[src/adccr_params.svh]
// Functional notes
// - left justify: high holds result 9..2
// - left justify: low 7..6 hold result 1..0
// - right justify: high 1..0 hold result 9..8
// - right justify: low holds result 7..0
// - clock codes 011, 111 pick RC clock
// - positive ref: 00 supply, else external pin
// - unimplemented bits ignore writes, read zero
// - config resets zero; results keep contents
// - start flag set by software, hardware clears
// - converter runs only while enabled
//
// Purpose: offsets, fields and config reset value of the converter registers
// Assumes: 32-bit apb data, one aligned word per register
// Notes: definitions only
`ifndef ADCCR_PARAMS_SVH
`define ADCCR_PARAMS_SVH

`define ADCCR_ADDR_W 8
`define ADCCR_OFF_CTRL 8'h00
`define ADCCR_OFF_CFG 8'h04
`define ADCCR_OFF_RES_HI 8'h08
`define ADCCR_OFF_RES_LO 8'h0c

`define ADCCR_CTRL_EN_BIT 0
`define ADCCR_CTRL_GO_BIT 1
`define ADCCR_CFG_JUSTIFY_BIT 7
`define ADCCR_CFG_CLK_MSB 6
`define ADCCR_CFG_CLK_LSB 4
`define ADCCR_CFG_NREF_BIT 2
`define ADCCR_CFG_PREF_MSB 1
`define ADCCR_CFG_PREF_LSB 0

`define ADCCR_HALF_DIV2 6'h01
`define ADCCR_HALF_DIV4 6'h02
`define ADCCR_HALF_DIV8 6'h04
`define ADCCR_HALF_DIV16 6'h08
`define ADCCR_HALF_DIV32 6'h10
`define ADCCR_HALF_DIV64 6'h20

`define ADCCR_CFG_RESET 8'h00
`define ADCCR_CFG_WMASK 8'hf7
`define ADCCR_RES_W 10

`endif

[src/adccr_pkg.sv]
// Purpose: types of the converter register block
// Assumes: nothing
// Notes: clock select codes as stored in the config register
package adccr_pkg;
	typedef enum logic [2:0] {
		ADCCR_DIV2 = 3'b000,
		ADCCR_DIV8 = 3'b001,
		ADCCR_DIV32 = 3'b010,
		ADCCR_RC_A = 3'b011,
		ADCCR_DIV4 = 3'b100,
		ADCCR_DIV16 = 3'b101,
		ADCCR_DIV64 = 3'b110,
		ADCCR_RC_B = 3'b111
	} adccr_clksel_t;
endpackage

[src/adccr_regs.sv]
// Purpose: apb register side of a 10-bit converter: control, config, results
// Assumes: core done level and result word come from another clock
// Notes: result word must be stable while done is high
`timescale 1ns/1ns
`include "adccr_params.svh"
module adccr_regs (
	input wire logic pclk,
	input wire logic presetn,
	input wire logic psel,
	input wire logic penable,
	input wire logic pwrite,
	input wire logic [`ADCCR_ADDR_W-1:0] paddr,
	input wire logic [31:0] pwdata,
	output logic [31:0] prdata,
	output logic pready,
	output logic pslverr,
	input wire logic conv_done,
	input wire logic [`ADCCR_RES_W-1:0] conv_result,
	output logic converter_enable_bit,
	output logic conv_start,
	output logic conv_clk,
	output logic rc_clock_select,
	output logic neg_ref_select,
	output logic pos_ref_ext
);
	logic [7:0] cfg_reg;
	logic en_reg;
	logic go_reg;
	logic [`ADCCR_RES_W-1:0] result_reg;
	logic [31:0] prdata_reg;
	logic pready_reg;
	logic pslverr_reg;
	logic done_s1_reg;
	logic done_s2_reg;
	logic done_s3_reg;
	logic start_reg;
	logic clk_reg;
	logic [5:0] div_cnt_reg;
	logic rc_reg;
	logic nref_reg;
	logic pref_reg;

	// half period of the divided clock, in system clocks
	function automatic logic [5:0] div_half(input logic [2:0] code);
		case (code)
			adccr_pkg::ADCCR_DIV2: div_half = `ADCCR_HALF_DIV2;
			adccr_pkg::ADCCR_DIV4: div_half = `ADCCR_HALF_DIV4;
			adccr_pkg::ADCCR_DIV8: div_half = `ADCCR_HALF_DIV8;
			adccr_pkg::ADCCR_DIV16: div_half = `ADCCR_HALF_DIV16;
			adccr_pkg::ADCCR_DIV32: div_half = `ADCCR_HALF_DIV32;
			adccr_pkg::ADCCR_DIV64: div_half = `ADCCR_HALF_DIV64;
			default: div_half = `ADCCR_HALF_DIV2;
		endcase
	endfunction

	wire access = psel && penable && !pready_reg;
	wire commit = psel && penable && pready_reg;
	wire sel_ctrl = paddr == `ADCCR_OFF_CTRL;
	wire sel_cfg = paddr == `ADCCR_OFF_CFG;
	wire sel_hi = paddr == `ADCCR_OFF_RES_HI;
	wire sel_lo = paddr == `ADCCR_OFF_RES_LO;
	wire mapped = sel_ctrl || sel_cfg || sel_hi || sel_lo;
	wire wr = commit && pwrite;
	wire justify = cfg_reg[`ADCCR_CFG_JUSTIFY_BIT];
	wire [2:0] clk_code = cfg_reg[`ADCCR_CFG_CLK_MSB:`ADCCR_CFG_CLK_LSB];
	wire is_rc = clk_code == adccr_pkg::ADCCR_RC_A || clk_code == adccr_pkg::ADCCR_RC_B;
	wire [5:0] half = div_half(clk_code);
	wire done_evt = done_s2_reg && !done_s3_reg && go_reg;
	wire go_set = wr && sel_ctrl && pwdata[`ADCCR_CTRL_GO_BIT] && pwdata[`ADCCR_CTRL_EN_BIT];
	wire res_wr = wr && (sel_hi || sel_lo);

	// justification views of the result word
	wire [7:0] left_hi = result_reg[9:2];
	wire [7:0] left_lo = {result_reg[1:0], 6'h00};
	wire [7:0] right_hi = {6'h00, result_reg[9:8]};
	wire [7:0] right_lo = result_reg[7:0];
	wire [7:0] view_hi = justify ? right_hi : left_hi;
	wire [7:0] view_lo = justify ? right_lo : left_lo;
	wire [7:0] rd_byte = sel_ctrl ? {6'h00, go_reg, en_reg} :
		sel_cfg ? cfg_reg :
		sel_hi ? view_hi :
		sel_lo ? view_lo : 8'h00;

	// software write into the result word, placed by justification
	wire [`ADCCR_RES_W-1:0] res_sw = sel_hi ?
		(justify ? {pwdata[1:0], result_reg[7:0]} : {pwdata[7:0], result_reg[1:0]}) :
		(justify ? {result_reg[9:8], pwdata[7:0]} : {result_reg[9:2], pwdata[7:6]});

	always_ff @(posedge pclk or negedge presetn) begin
		if (!presetn) begin
			pready_reg <= 1'b0;
			prdata_reg <= 32'h0000_0000;
			pslverr_reg <= 1'b0;
		end else begin
			pready_reg <= access;
			prdata_reg <= access ? {24'h00_0000, rd_byte} : 32'h0000_0000;
			pslverr_reg <= access && !mapped;
		end
	end

	always_ff @(posedge pclk or negedge presetn) begin
		if (!presetn) begin
			cfg_reg <= `ADCCR_CFG_RESET;
			en_reg <= 1'b0;
			go_reg <= 1'b0;
			start_reg <= 1'b0;
		end else begin
			if (wr && sel_cfg) begin
				cfg_reg <= pwdata[7:0] & `ADCCR_CFG_WMASK;
			end
			if (wr && sel_ctrl) begin
				en_reg <= pwdata[`ADCCR_CTRL_EN_BIT];
			end
			// set beats the done clear; disable aborts
			if (go_set) begin
				go_reg <= 1'b1;
			end else if (done_evt || (wr && sel_ctrl && !pwdata[`ADCCR_CTRL_EN_BIT])) begin
				go_reg <= 1'b0;
			end
			start_reg <= go_set && !go_reg;
		end
	end

	// results have no reset: unknown at power-up, kept over later resets
	always_ff @(posedge pclk) begin
		if (done_evt) begin
			result_reg <= conv_result;
		end else if (res_wr) begin
			result_reg <= res_sw;
		end
	end

	always_ff @(posedge pclk or negedge presetn) begin
		if (!presetn) begin
			done_s1_reg <= 1'b0;
			done_s2_reg <= 1'b0;
			done_s3_reg <= 1'b0;
		end else begin
			done_s1_reg <= conv_done;
			done_s2_reg <= done_s1_reg;
			done_s3_reg <= done_s2_reg;
		end
	end

	// divided conversion clock; idle low when off or on the rc source
	always_ff @(posedge pclk or negedge presetn) begin
		if (!presetn) begin
			div_cnt_reg <= 6'h00;
			clk_reg <= 1'b0;
		end else if (!en_reg || is_rc) begin
			div_cnt_reg <= 6'h00;
			clk_reg <= 1'b0;
		end else if (div_cnt_reg >= half - 6'h01) begin
			div_cnt_reg <= 6'h00;
			clk_reg <= !clk_reg;
		end else begin
			div_cnt_reg <= div_cnt_reg + 6'h01;
		end
	end

	always_ff @(posedge pclk or negedge presetn) begin
		if (!presetn) begin
			rc_reg <= 1'b0;
			nref_reg <= 1'b0;
			pref_reg <= 1'b0;
		end else begin
			rc_reg <= is_rc;
			nref_reg <= cfg_reg[`ADCCR_CFG_NREF_BIT];
			pref_reg <= |cfg_reg[`ADCCR_CFG_PREF_MSB:`ADCCR_CFG_PREF_LSB];
		end
	end

	assign prdata = prdata_reg;
	assign pready = pready_reg;
	assign pslverr = pslverr_reg;
	assign converter_enable_bit = en_reg;
	assign conv_start = start_reg;
	assign conv_clk = clk_reg;
	assign rc_clock_select = rc_reg;
	assign neg_ref_select = nref_reg;
	assign pos_ref_ext = pref_reg;

	wire rd_acc = access && !pwrite;
	wire [5:0] half_m1 = half - 6'h01;

	// result word known once loaded since the last reset
	logic res_valid_reg;
	always_ff @(posedge pclk or negedge presetn) begin
		if (!presetn) begin
			res_valid_reg <= 1'b0;
		end else if (done_evt || res_wr) begin
			res_valid_reg <= 1'b1;
		end
	end
endmodule

[config.mk]
export PLATFORM = sky130hd
export DESIGN_NAME = adccr_regs
export DESIGN_NICKNAME = d
export VERILOG_FILES = /design/src/adccr_pkg.sv /design/src/adccr_regs.sv
export VERILOG_INCLUDE_DIRS = /design/src
export SDC_FILE = /design/constraint.sdc
export NUM_CORES = 1
export LEC_CHECK = 0
export BUFFER_PORTS_ARGS = -buffer_cell sky130_fd_sc_hd__buf_2
export CAP_MARGIN = 20
export CORE_ASPECT_RATIO = 0.6
export CORE_MARGIN = 8
export CORE_UTILIZATION = 45
export CTS_BUF_LIST = sky130_fd_sc_hd__clkbuf_8 sky130_fd_sc_hd__clkbuf_16
export DETAILED_ROUTE_END_ITERATION = 6
export PLACE_DENSITY = 0.75
export SETUP_SLACK_MARGIN = 0.5
export SYNTH_ARGS = -nofsm -noshare
export SYNTH_HDL_FRONTEND = slang
export SYNTH_SLANG_ARGS = --single-unit
[constraint.sdc]
create_clock -name pclk -period 2.2 [get_ports pclk]
set_clock_uncertainty 0.05 [all_clocks]
set_input_delay 0.33 -clock pclk [delete_from_list [all_inputs] [get_ports pclk]]
set_output_delay 0.33 -clock pclk [all_outputs]
set_load 0.01 [all_outputs]
# [Yosys cells after proc, flatten, opt, wreduce, memory -nomap -nowiden]
# Cells that the tools add are included.
[totals] regBits=43 latch_bits=0 ram_bits=0 rom_bits=0 word_cells=90 memories=0
[classes] add_sub_neg=2 n_mul=0 div=0 n_lt_le_gt_ge=1 eq_ne=12 shifts=0 n_mux=19 bitwise=0 reduce_logical=38
[ops] cell="two-way mux 8 bit" count=8
[ops] cell="two-way mux 10 bit" count=4
[ops] cell="case mux 6 bit (5 select lines)" count=1
[ops] cell="equality test 8 x 4 -> 1 bit (second input constant)" count=2
[ops] cell="logical AND 1 bit" count=14
[ops] cell="equality test 3 bit (second input constant)" count=4
[ops] cell="two-way mux 6 bit" count=2
[ops] cell="equality test 8 x 3 -> 1 bit (second input constant)" count=1
[ops] cell="zero test 8 bit" count=1
[ops] cell="nonzero test 2 bit" count=4
[ops] cell="zero test 1 bit" count=7
[ops] cell="logical OR 1 bit" count=7
[ops] cell="adder 6 x 1 -> 6 bit (second input constant)" count=1
[ops] cell="equality test 3 x 2 -> 1 bit (second input constant)" count=2
[ops] cell=">= comparator 6 bit" count=1
[ops] cell="subtractor 6 x 1 -> 6 bit (second input constant)" count=1
[ops] cell="two-way mux 1 bit" count=4
[ops] cell="AND reduction 2 bit" count=2
[ops] cell="equality test 3 x 1 -> 1 bit (second input constant)" count=1
[ops] cell="inequality test 3 x 2 -> 1 bit (second input constant)" count=1
[ops] cell="AND reduction 3 bit" count=1
[ops] cell="nonzero test 3 bit" count=1
[ops] cell="inequality test 2 x 1 -> 1 bit (second input constant)" count=1
[ops] cell="OR reduction 2 bit" count=1

# [Depth between registers and ports, before layout]
# Gate-level depths: netlist of run 1.
[depth] word_depth=8 depth_mapped=8

# [Worst setup path after synthesis of run 1]
# OpenSTA, ideal clock, no wires.
[synth_path] path_kind="reg2reg" startpoint="reg cfg_reg[5]" endpoint="reg div_cnt_reg[2]" setup_ns=0.072 arrival_ns=1.726 setup_slack_ns=0.352 stages_incl_launch_ff=8 n_path_buf=0 period_less_slack_ns=1.848 path_cell_list="dfrtp_1 -> nor2b_1 -> inv_1 -> ha_1 -> a2111oi_0 -> o21a_1 -> o21bai_1 -> nor2_1"
[synth_via] elab_chain_len=6 elab_cells_between_ends=14 cone_classes="add/sub: 1; order compare: 1; eq/ne: 7; mux: 3; reduce/logical: 2"
[synth_lines] item="start, declared" line_no="adccr_regs.sv:26" text="logic [7:0] cfg_reg;"
[synth_lines] item="start signal, assigned" line_no="adccr_regs.sv:103" text="cfg_reg <= `ADCCR_CFG_RESET;"
[synth_lines] item="start signal, assigned" line_no="adccr_regs.sv:109" text="cfg_reg <= pwdata[7:0] & `ADCCR_CFG_WMASK;"
[synth_lines] item="equality test 3 bit (tied with other cells)" line_no="adccr_regs.sv:45" text="case (code)"
[synth_lines] item="case mux 6 bit (5 select lines)" line_no="adccr_regs.sv:45"
[synth_lines] item="subtractor 6 x 1 -> 6 bit"
[synth_lines] item=">= comparator 6 bit" line_no="adccr_regs.sv:153" text="end else if (div_cnt_reg >= half - 6'h01) begin"
[synth_lines] item="two-way mux 6 bit" line_no="adccr_regs.sv:153"
[synth_lines] item="two-way mux 6 bit (*)" line_no="adccr_regs.sv:150" text="end else if (!en_reg || is_rc) begin"
[synth_lines] item="end signal, assigned" line_no="adccr_regs.sv:157" text="div_cnt_reg <= div_cnt_reg + 6'h01;"
[synth_lines] item="end, declared" line_no="adccr_regs.sv:38" text="logic [5:0] div_cnt_reg;"
# Every way passes the cells marked *; elsewhere a longest branch is shown, timed or not.
# A chain may end at the register's enable or synchronous reset.

# [Worst setup path in the final report of run 1]
[layout_path] startpoint="reg cfg_reg[5]" endpoint="reg clk_reg, in the netlist conv_clk"
[layout_via] elab_cells_between_ends=14 cone_classes="add/sub: 1; order compare: 1; eq/ne: 7; mux: 2; reduce/logical: 3"
[layout_rtl] item="equality test 3 x 2 -> 1 bit or equality test 3 bit (tied branches)" line_no="adccr_regs.sv:66" text="wire is_rc = clk_code == adccr_pkg::ADCCR_RC_A || clk_code == adccr_pkg::ADCCR_RC_B;"
[layout_rtl] item="logical OR 1 bit (*)" line_no="adccr_regs.sv:66"
[layout_rtl] item="via is_rc" line_no="adccr_regs.sv:66"
[layout_rtl] item="logical OR 1 bit (*)" line_no="adccr_regs.sv:150"
[layout_rtl] item="two-way mux 1 bit or nonzero test 2 bit (tied branches)"
[layout_rtl] item="end signal, assigned" line_no="adccr_regs.sv:155" text="clk_reg <= !clk_reg;"
[layout_rtl] item="end, declared" line_no="adccr_regs.sv:37" text="logic clk_reg;"
# The timed path passes the listed nets; every way through them passes the cells marked *.

==> flow_metrics.tcl, run 1 <==
set metrics [dict create \
    min_path_type "in -> async" \
    r2r-start "cfg_reg[5]" \
    netlist_area_mm2 0.002399 \
    setup.worst_path.end_class "flop" \
    final_max_slew_viol_count 0 \
    post-route-min-period_ns 1.889 \
    antenna_found_initial 0 \
    p_leak_uw 0.001309 \
    critPathKind "reg -> reg" \
    initial_core_util_pct 46.99 \
    relSlewSlack_pct 51.56 \
    fp.dieW_um 110.3 \
    drc_errors 0 \
    gp_congestion 0.9245 \
    drv_cap 0 \
    place_hpwl_um 4322 \
    fin_setup_tns_ns 0 \
    ctsHoldBuffers 0 \
    synth_cell_types 46 \
    synth_seq_area_share_pct 46.95 \
    routedWlPerCell_um 15.38 \
    synth_cells 238 \
    grt_pass1_vias 1748 \
    root_buffer "clkbuf_8" \
    clock.fmax_mhz 529.4 \
    max_stage_delay_ns 0.45 \
    vias_per_cell 5.067 \
    core_region_area_mm2 0.005105 \
    final_nets 354 \
    area_delta_synth_final_pct 18.21 \
    fp-row-count 20 \
    firstDrtPassIters 4 \
    final_cell_mix "buf_2 (47), dfrtp_1 (30), conb_1 (25)" \
    layout_commonest_cell "buf_2" \
    die_h_um 72.55 \
    drt-initial-drc-count 99 \
    cts_buffers 5 \
    ir_drop_mv 0.2624 \
    hold_viol 0 \
    cp.required_ns 2.37 \
    cts_tree "done" \
    critical_path.top_delay_family "simple AND/OR/NAND/NOR gates" \
    total_power_uw 1420 \
    grt_overflow_total 0 \
    setup_viol 0 \
    clk_pin_slew_ns 0.08 \
    die-area_mm2 0.007999 \
    rrSetupSlack_ns 0.31 \
    cts_num_sinks 43 \
    drive_gt1_share_pct 32.88 \
    cts_max_level 2 \
    crit_slowest_cell "dfrtp_2" \
    io_pins 96 \
    antenna_left 0 \
    syn_avg_cell_area_um2 10.08 \
    largest_reg_flops 10 \
    crit_start "cfg_reg[5]" \
    totalWireLength_um 5505 \
    grt_max_degree 34 \
    grt_pass1_wl_um 8873 \
    antenna_cells 0 \
    path_cells "buf_4 -> nand2_1 -> inv_1 -> nor2_1 -> ha_1 -> nor3b_2 -> o21a_1 -> or3_1 -> a21oi_1" \
    utilization_pct 55.54 \
    cts_buffer_depth 2 \
    fin_crit_sh_pct 85.85 \
    synth-seq-cells 43 \
    clock_latency_ns 0.29 \
    path_buf_inv 2 \
    grt_usage_pct 14.26 \
    rsz0062_at_grt "yes" \
    crit_arrival_ns 2.06 \
    status "completed" \
    cp_max_fo 5 \
    io_buffers 47 \
    power.density_mw_per_mm2 501.0 \
    start_kind "flop" \
    num_vias 1814 \
    ys_warn_count 0 \
    tightest_slew_ns 0.7266 \
]
-- power by group --
| part | total, uW | internal, uW | switching (uW) |
|---|---|---|---|
| registers | 822 | 818 | 3.48 |
| logic | 125 | 44.5 | 80.3 |
| clock network | 474 | 217 | 257 |
| total | 1420 | 1080 | 340 |
-- repair_timing --
action,CTS,global route
hold endpoints to repair,0,0
resized for setup,9,4
gates cloned,0,0
setup endpoints to repair,14,18
setup buffers,6,1
pin swaps,3,2
-- area by class of cell --
class	instances	area (um^2)
multi-input combinational	179	1205
sequential	43	1130
clock buffer	5	68.82
fill	460	2270
timing repair buffer	57	314.1
clock inverter	3	16.27
tap	66	82.58
inverter	5	18.77
-- worst paths after layout --
check / endpoint / depth (start not counted)
setup / recovery: conv_clk / 9
hold / removal: pos_ref_ext / 1
setup reg to reg: conv_clk / 9
hold reg to reg: done_s2_reg / 0
max in group asynchronous: cfg_reg[5] / 1
min in group pclk: done_s1_reg / 1
-- cell families after synthesis --
kind of cell,synth area share [%]
and+or+nand+nor,20.03
DFF,46.95
AOI/OAI and AO/OA,11.63
buffers and inverters,9.964
muxes,5.999
adders and majority gates,3.651
xor gates and xnor gates,1.461
other,0.3131
-- per-layer routing --
metal,global-route usage [%],share of wire (%)
met5,0,0
met4,3.965,0.80
met3,3.360,7.8
met2,20.07,42
met1,20.94,50
-- synthesized netlist by cell type (all sizes together) --
cell type	number	share of area, %
clkbuf	8	1.3
nor4b	1	0.37
edfxtp	10	13
buf	26	7.9
a2111oi	1	0.37
nand2	24	3.8
o21a	2	0.63
and4	1	0.37
mux2	8	3.9
xnor2	1	0.37
nand3	17	3.8
o21bai	1	0.31
and3	2	0.63
o2bb2ai	1	0.37
a22o	7	2.6
a211oi	2	0.63
o22a	1	0.37
o21ai	2	0.42
and2	2	0.57
nor2	22	3.4
or3	3	0.99
o211ai	8	2.5
nand3b	1	0.31
a21oi	10	2.1
or2	2	0.52
nor4	1	0.89
a2bb2oi	1	0.37
mux2i	5	2.1
dfrtp	33	34
conb	2	0.31
o32a	1	0.42
inv	5	0.78
ha	7	3.7
a22oi	1	0.31
nor3b	4	1.7
a21boi	1	0.31
xor2	3	1.1
and3b	1	0.37
nor2b	5	1.3
nor3	5	1.0
-- metrics by stage --
stage               instances  hold slack, ns  area, um^2  setup slack (ns)
detailed placement        343          0.3011        2643            0.2244
CTS                       357         0.06881        2819            0.3126
global route              358         0.07523        2835            0.1927
finish                    358         0.04513        2835            0.3112
global placement          343          0.2836        2643            0.2664
floorplan                 261        -0.01559        2522            0.4203
(Power assumes the default switching activity.)
==> run 2, diff against run 1 <==
--- a/config.mk
+++ b/config.mk
@@ -7,9 +7,9 @@
 export NUM_CORES = 1
 export LEC_CHECK = 0
 export BUFFER_PORTS_ARGS = -buffer_cell sky130_fd_sc_hd__buf_2
-export CAP_MARGIN = 20
+export CAP_MARGIN = 30
 export CORE_ASPECT_RATIO = 0.6
-export CORE_MARGIN = 8
+export CORE_MARGIN = 2
 export CORE_UTILIZATION = 45
 export CTS_BUF_LIST = sky130_fd_sc_hd__clkbuf_8 sky130_fd_sc_hd__clkbuf_16
 export DETAILED_ROUTE_END_ITERATION = 6
==> run 2 against run 1 <==
  * Worst setup slack worse by 0.024 ns
  * Global-route usage is 4.5 points higher
  * Die area is 26% lower
  * Maximum frequency is 1.2% lower
  * Routed wire length is 4.5% lower
  * Critical path depth is 2 lower
  * Combinational power hardly changed
  * Via count is 0.83% higher
  * Core utilization is 0.64 points higher
  * Critical endpoint unchanged
  * Sequential power hardly changed
  * Sequential cell count stayed put
  * Critical path type unchanged
==> flow_metrics.tcl, run 2 (synthesis gave the netlist of run 1 again) <==
set metrics [dict create \
    largest_reg_flops 10 \
    cts_buffers 5 \
    clock_latency_ns 0.29 \
    clk_pin_slew_ns 0.08 \
    final_nets 353 \
    cp-endpoint "conv_clk" \
    power.density_mw_per_mm2 508.7 \
    crit_slowest_cell "dfrtp_2" \
    start_kind "flop" \
    reg2reg_to "conv_clk" \
    drc_errors 0 \
    min_path_type "in -> async" \
    layout_commonest_cell "buf_2" \
    rrSetupSlack_ns 0.29 \
    cts_num_sinks 43 \
    grt_pass1_vias 1692 \
    drv_cap 0 \
    hold_viol 0 \
    p_leak_uw 0.001315 \
    routedWlPerCell_um 14.73 \
    ir_drop_mv 0.2788 \
    cp.required_ns 2.37 \
    antenna_cells 0 \
    drt-initial-drc-count 111 \
    cp.depth 7 \
    final_cell_mix "buf_2 (47), dfrtp_1 (31), conb_1 (25)" \
    reg2reg_depth 7 \
    relSlewSlack_pct 52.07 \
    place_hpwl_um 3825 \
    critPathKind "reg -> reg" \
    grt_overflow_total 0 \
    cp_max_fo 5 \
    grt_pass1_wl_um 8493 \
    antenna_left 0 \
    path_buf_inv 0 \
    status "completed" \
    die-area_mm2 0.005949 \
    r2r-start "cfg_reg[5]" \
    fin_setup_tns_ns 0 \
    cp_common_cell "a21oi_2" \
    totalWireLength_um 5259 \
    vias_per_cell 5.123 \
    fp.dieW_um 98.25 \
    post-route-min-period_ns 1.913 \
    core_region_area_mm2 0.005105 \
    path_cells "nor2b_4 -> a21oi_2 -> ha_4 -> o211ai_1 -> o21a_1 -> or3_4 -> a21oi_2" \
    cts_tree "done" \
    root_buffer "clkbuf_8" \
    dpl_worst_slack_ns 0.2341 \
    setup_viol 0 \
    io_buffers 47 \
    cts_max_level 2 \
    crit_arrival_ns 2.09 \
    area_delta_synth_final_pct 19.56 \
    num_vias 1829 \
    rsz0062_at_grt "yes" \
    final_max_slew_viol_count 0 \
    critical_path.top_delay_family "simple AND/OR/NAND/NOR gates" \
    grt_usage_pct 18.74 \
    antenna_found_initial 0 \
    die_h_um 60.55 \
    setup.worst_path.end_class "flop" \
    ctsHoldBuffers 0 \
    max_stage_delay_ns 0.45 \
    fp-row-count 20 \
    final.fill_count 442 \
    drive_gt1_share_pct 33.33 \
    clock.fmax_mhz 522.8 \
    initial_core_util_pct 46.99 \
    io_pins 96 \
    crit_start "cfg_reg[5]" \
    fin_crit_sh_pct 86.94 \
    tightest_slew_ns 0.7189 \
    cts_buffer_depth 2 \
    firstDrtPassIters 4 \
    grt_max_degree 34 \
    gp_congestion 0.8947 \
    timing.final.ws_setup_ns 0.2874 \
]
[run 2: worst min-delay path by stage]
stage	slack (ns)	startpoint	end	depth (start not counted)
CTS	0.07	presetn	go_reg	1
global placement	0.28	done_s1_reg	done_s2_reg	0
finish	0.04	presetn	conv_clk	1
floorplan	-0.02	presetn	cfg_reg[0]	0
global route	0.09	conv_done	done_s1_reg	1
detailed placement	0.29	done_s1_reg	done_s2_reg	0
[run 2: report_power, final]
| group | leakage (uW) | internal [uW] | switching (uW) |
|---|---|---|---|
| clock | 0.0000526 | 252 | 256 |
| combinational | 0.000737 | 46.8 | 81.6 |
| sequential | 0.000526 | 818 | 3.31 |
| total | 0.00132 | 1120 | 341 |
[run 2: layout make-up]
cell class / count / area [um^2] / share of cell area, %
clock buffers: 6 / 82.58 / 2.880
clock inverters: 2 / 12.51 / 0.4363
inverters: 5 / 18.77 / 0.6545
multi-input cells: 179 / 1224 / 42.67
flip-flops and latches: 43 / 1129 / 39.35
well taps: 66 / 82.58 / 2.880
repair buffers: 56 / 319.1 / 11.13
[run 2: stage by stage]
stage / instances / total power [uW] / instance area [um^2] / hold slack [ns] / utilization [%]
finish: 357 / 1459 / 2868 / 0.03836 / 56.18
global route: 357 / 1520 / 2868 / 0.08792 / 56.18
CTS: 355 / 1462 / 2830 / 0.06852 / 55.44
detailed placement: 343 / 957.7 / 2643 / 0.2934 / 51.76
global placement: 343 / 955.5 / 2643 / 0.2839 / 51.76
floorplan: 261 / 929.1 / 2522 / -0.01559 / -
[run 2: layer usage]
metal | up-vias | GRT usage [%] | wire, um
li1 | 894 | - | -
met1 | 864 | 27.94 | 2550
met3 | 4 | 5.069 | 385
met4 | 0 | 4.110 | 56
met2 | 67 | 27.79 | 2266
met5 | - | 0 | 0
[run 2: what timing repair did]
item	in CTS	in global routing
gates resized for setup	10	6
pin swaps	4	2
gates cloned	0	0
endpoints found under the setup margin	14	26
buffers inserted	4	2
==> run 3, diff against run 2 <==
--- a/config.mk
+++ b/config.mk
@@ -11,7 +11,7 @@
 export CORE_ASPECT_RATIO = 0.6
 export CORE_MARGIN = 2
 export CORE_UTILIZATION = 45
-export CTS_BUF_LIST = sky130_fd_sc_hd__clkbuf_8 sky130_fd_sc_hd__clkbuf_16
+export CTS_BUF_LIST = sky130_fd_sc_hd__clkbuf_4 sky130_fd_sc_hd__clkbuf_8 sky130_fd_sc_hd__clkbuf_16
 export DETAILED_ROUTE_END_ITERATION = 6
 export PLACE_DENSITY = 0.75
 export SETUP_SLACK_MARGIN = 0.5
==> constraint.sdc (replaced) <==
create_clock -name pclk -period 2.34 [get_ports pclk]
set_clock_uncertainty 0.05 [all_clocks]
set_input_delay 0.351 -clock pclk [delete_from_list [all_inputs] [get_ports pclk]]
set_output_delay 0.351 -clock pclk [all_outputs]
set_load 0.01 [all_outputs]
==> run 3 against run 2 <==
  * First-iteration DRC count down 9.9%
  * Sequential share of layout area grew 0.97 points
  * Cell area fell by 2.4%
  * Via count rose by 1.7%
  * Cell count decreased by 1.1%
  * Sequential power shrank 6.0%
  * Clock-buffer cell count stayed put
  * Largest cell class unchanged
==> flow_metrics.tcl, run 3 (synthesis gave the netlist of run 1 again) <==
set metrics [dict create \
    post-route-min-period_ns 1.999 \
    grt_overflow_total 0 \
    timing.final.ws_setup_ns 0.3409 \
    setup.worst_path.end_class "flop" \
    antenna_left 0 \
    initial_core_util_pct 46.99 \
    fin_setup_tns_ns 0 \
    relSlewSlack_pct 52.12 \
    highest_layer "met4" \
    final_max_slew_viol_count 0 \
    crit_start "cfg_reg[5]" \
    start_kind "flop" \
    cp.required_ns 2.52 \
    antenna_found_initial 0 \
    drive_gt1_share_pct 30.66 \
    largest_reg_flops 10 \
    area_delta_synth_final_pct 16.69 \
    clock_latency_ns 0.30 \
    cts_buffers 5 \
    final_nets 349 \
    drt-initial-drc-count 100 \
    die_h_um 60.55 \
    final_cell_mix "buf_2 (47), dfrtp_1 (31), conb_1 (25)" \
    core_region_area_mm2 0.005105 \
    cp_max_fo 4 \
    cts_num_sinks 43 \
    wl_met2_um 2234 \
    fp.dieW_um 98.25 \
    final.fill_count 470 \
    crit_arrival_ns 2.18 \
    power.density_mw_per_mm2 530.0 \
    setup_viol 0 \
    met3_length_um 444 \
    rsz0062_at_grt "yes" \
    layout_commonest_cell "buf_2" \
    routedWlPerCell_um 14.91 \
    hold_viol 0 \
    grt_pass1_vias 1738 \
    drc_errors 0 \
    grt_pass1_wl_um 8604 \
    ctsHoldBuffers 0 \
    drv_cap 0 \
    total_power_uw 1483 \
    critPathKind "reg -> reg" \
    firstDrtPassIters 4 \
    status "completed" \
    cts_tree "done" \
    root_buffer "clkbuf_8" \
    vias_per_cell 5.272 \
    io_buffers 47 \
    die-area_mm2 0.005949 \
    fin_crit_sh_pct 85.43 \
    clk_pin_slew_ns 0.08 \
    grt_usage_pct 19.17 \
    m1WireLength_um 2510 \
    p_leak_uw 0.001295 \
    tightest_slew_ns 0.7182 \
    fp-row-count 20 \
    clock.fmax_mhz 500.2 \
    grt_max_degree 34 \
    io_pins 96 \
    gp_congestion 0.8877 \
    cts_max_level 2 \
    cts_buffer_depth 2 \
    r2r-start "cfg_reg[5]" \
    dpl_worst_slack_ns 0.1424 \
    totalWireLength_um 5262 \
    ir_drop_mv 0.2357 \
    place_hpwl_um 3913 \
    min_path_type "in -> async" \
    antenna_cells 0 \
    num_vias 1861 \
]
## run 3: cell types whose count changed in the layout (fill, tap and decap cells not counted), sizes merged
cell | before | now
buf | 56 | 52
bufinv | 0 | 1
inv | 6 | 5
## run 3: layer usage
metal | vias up | GRT usage, %
met3 | 8 | 5.645
met1 | 882 | 26.16
li1 | 886 | -
met2 | 85 | 29.35
met5 | - | 0
met4 | 0 | 8.023
## run 3: critical path: stages, from the launching register on
cell and delay (ns):
dfrtp_2 0.46, nor2b_4 0.23, inv_1 0.09, ha_4 0.28, o211ai_1 0.10, o21a_1 0.24, or3_4 0.37, a21oi_2 0.11
## run 3: through the flow
stage | cells | utilization (%) | area, um^2 | hold slack [ns]
global placement | 342 | 50.93 | 2600 | 0.2839
detailed placement | 342 | 50.93 | 2600 | 0.2847
floorplan | 261 | - | 2487 | 0.005409
finish | 353 | 54.83 | 2799 | 0.05072
CTS | 353 | 54.66 | 2790 | 0.07249
global route | 353 | 54.83 | 2799 | 0.08887
## run 3: layout make-up
cell class	instances	area (um^2)	area share, %
tap	66	82.58	2.950
clock buffer	6	82.58	2.950
inverter	5	18.77	0.6705
timing repair buffer	52	276.5	9.879
multi-input combinational	179	1175	41.98
sequential	43	1129	40.32
clock inverter	2	35.03	1.252
## run 3: where the power goes
part / switching [uW] / internal (uW)
sequential: 3.55 / 769
combinational: 73.7 / 40.0
clock: 251 / 345
total: 329 / 1150
## run 3: final timing paths
kind,slack [ns],end,cells past startpoint
min in group pclk,0.11,done_s1_reg,1
worst max-delay path,0.34,conv_clk,7
worst min-delay path,0.05,done_s1_reg,1
worst min register to register,0.30,done_s2_reg,0
max in group asynchronous,1.69,cfg_reg[4],1
worst max register to register,0.34,conv_clk,7
## run 3: timing repair
item,4_1_cts,5_1_grt
buffers inserted,3,0
resized for setup,12,2
gates cloned,0,0
endpoints found under the setup margin,7,8
pin swaps,3,3
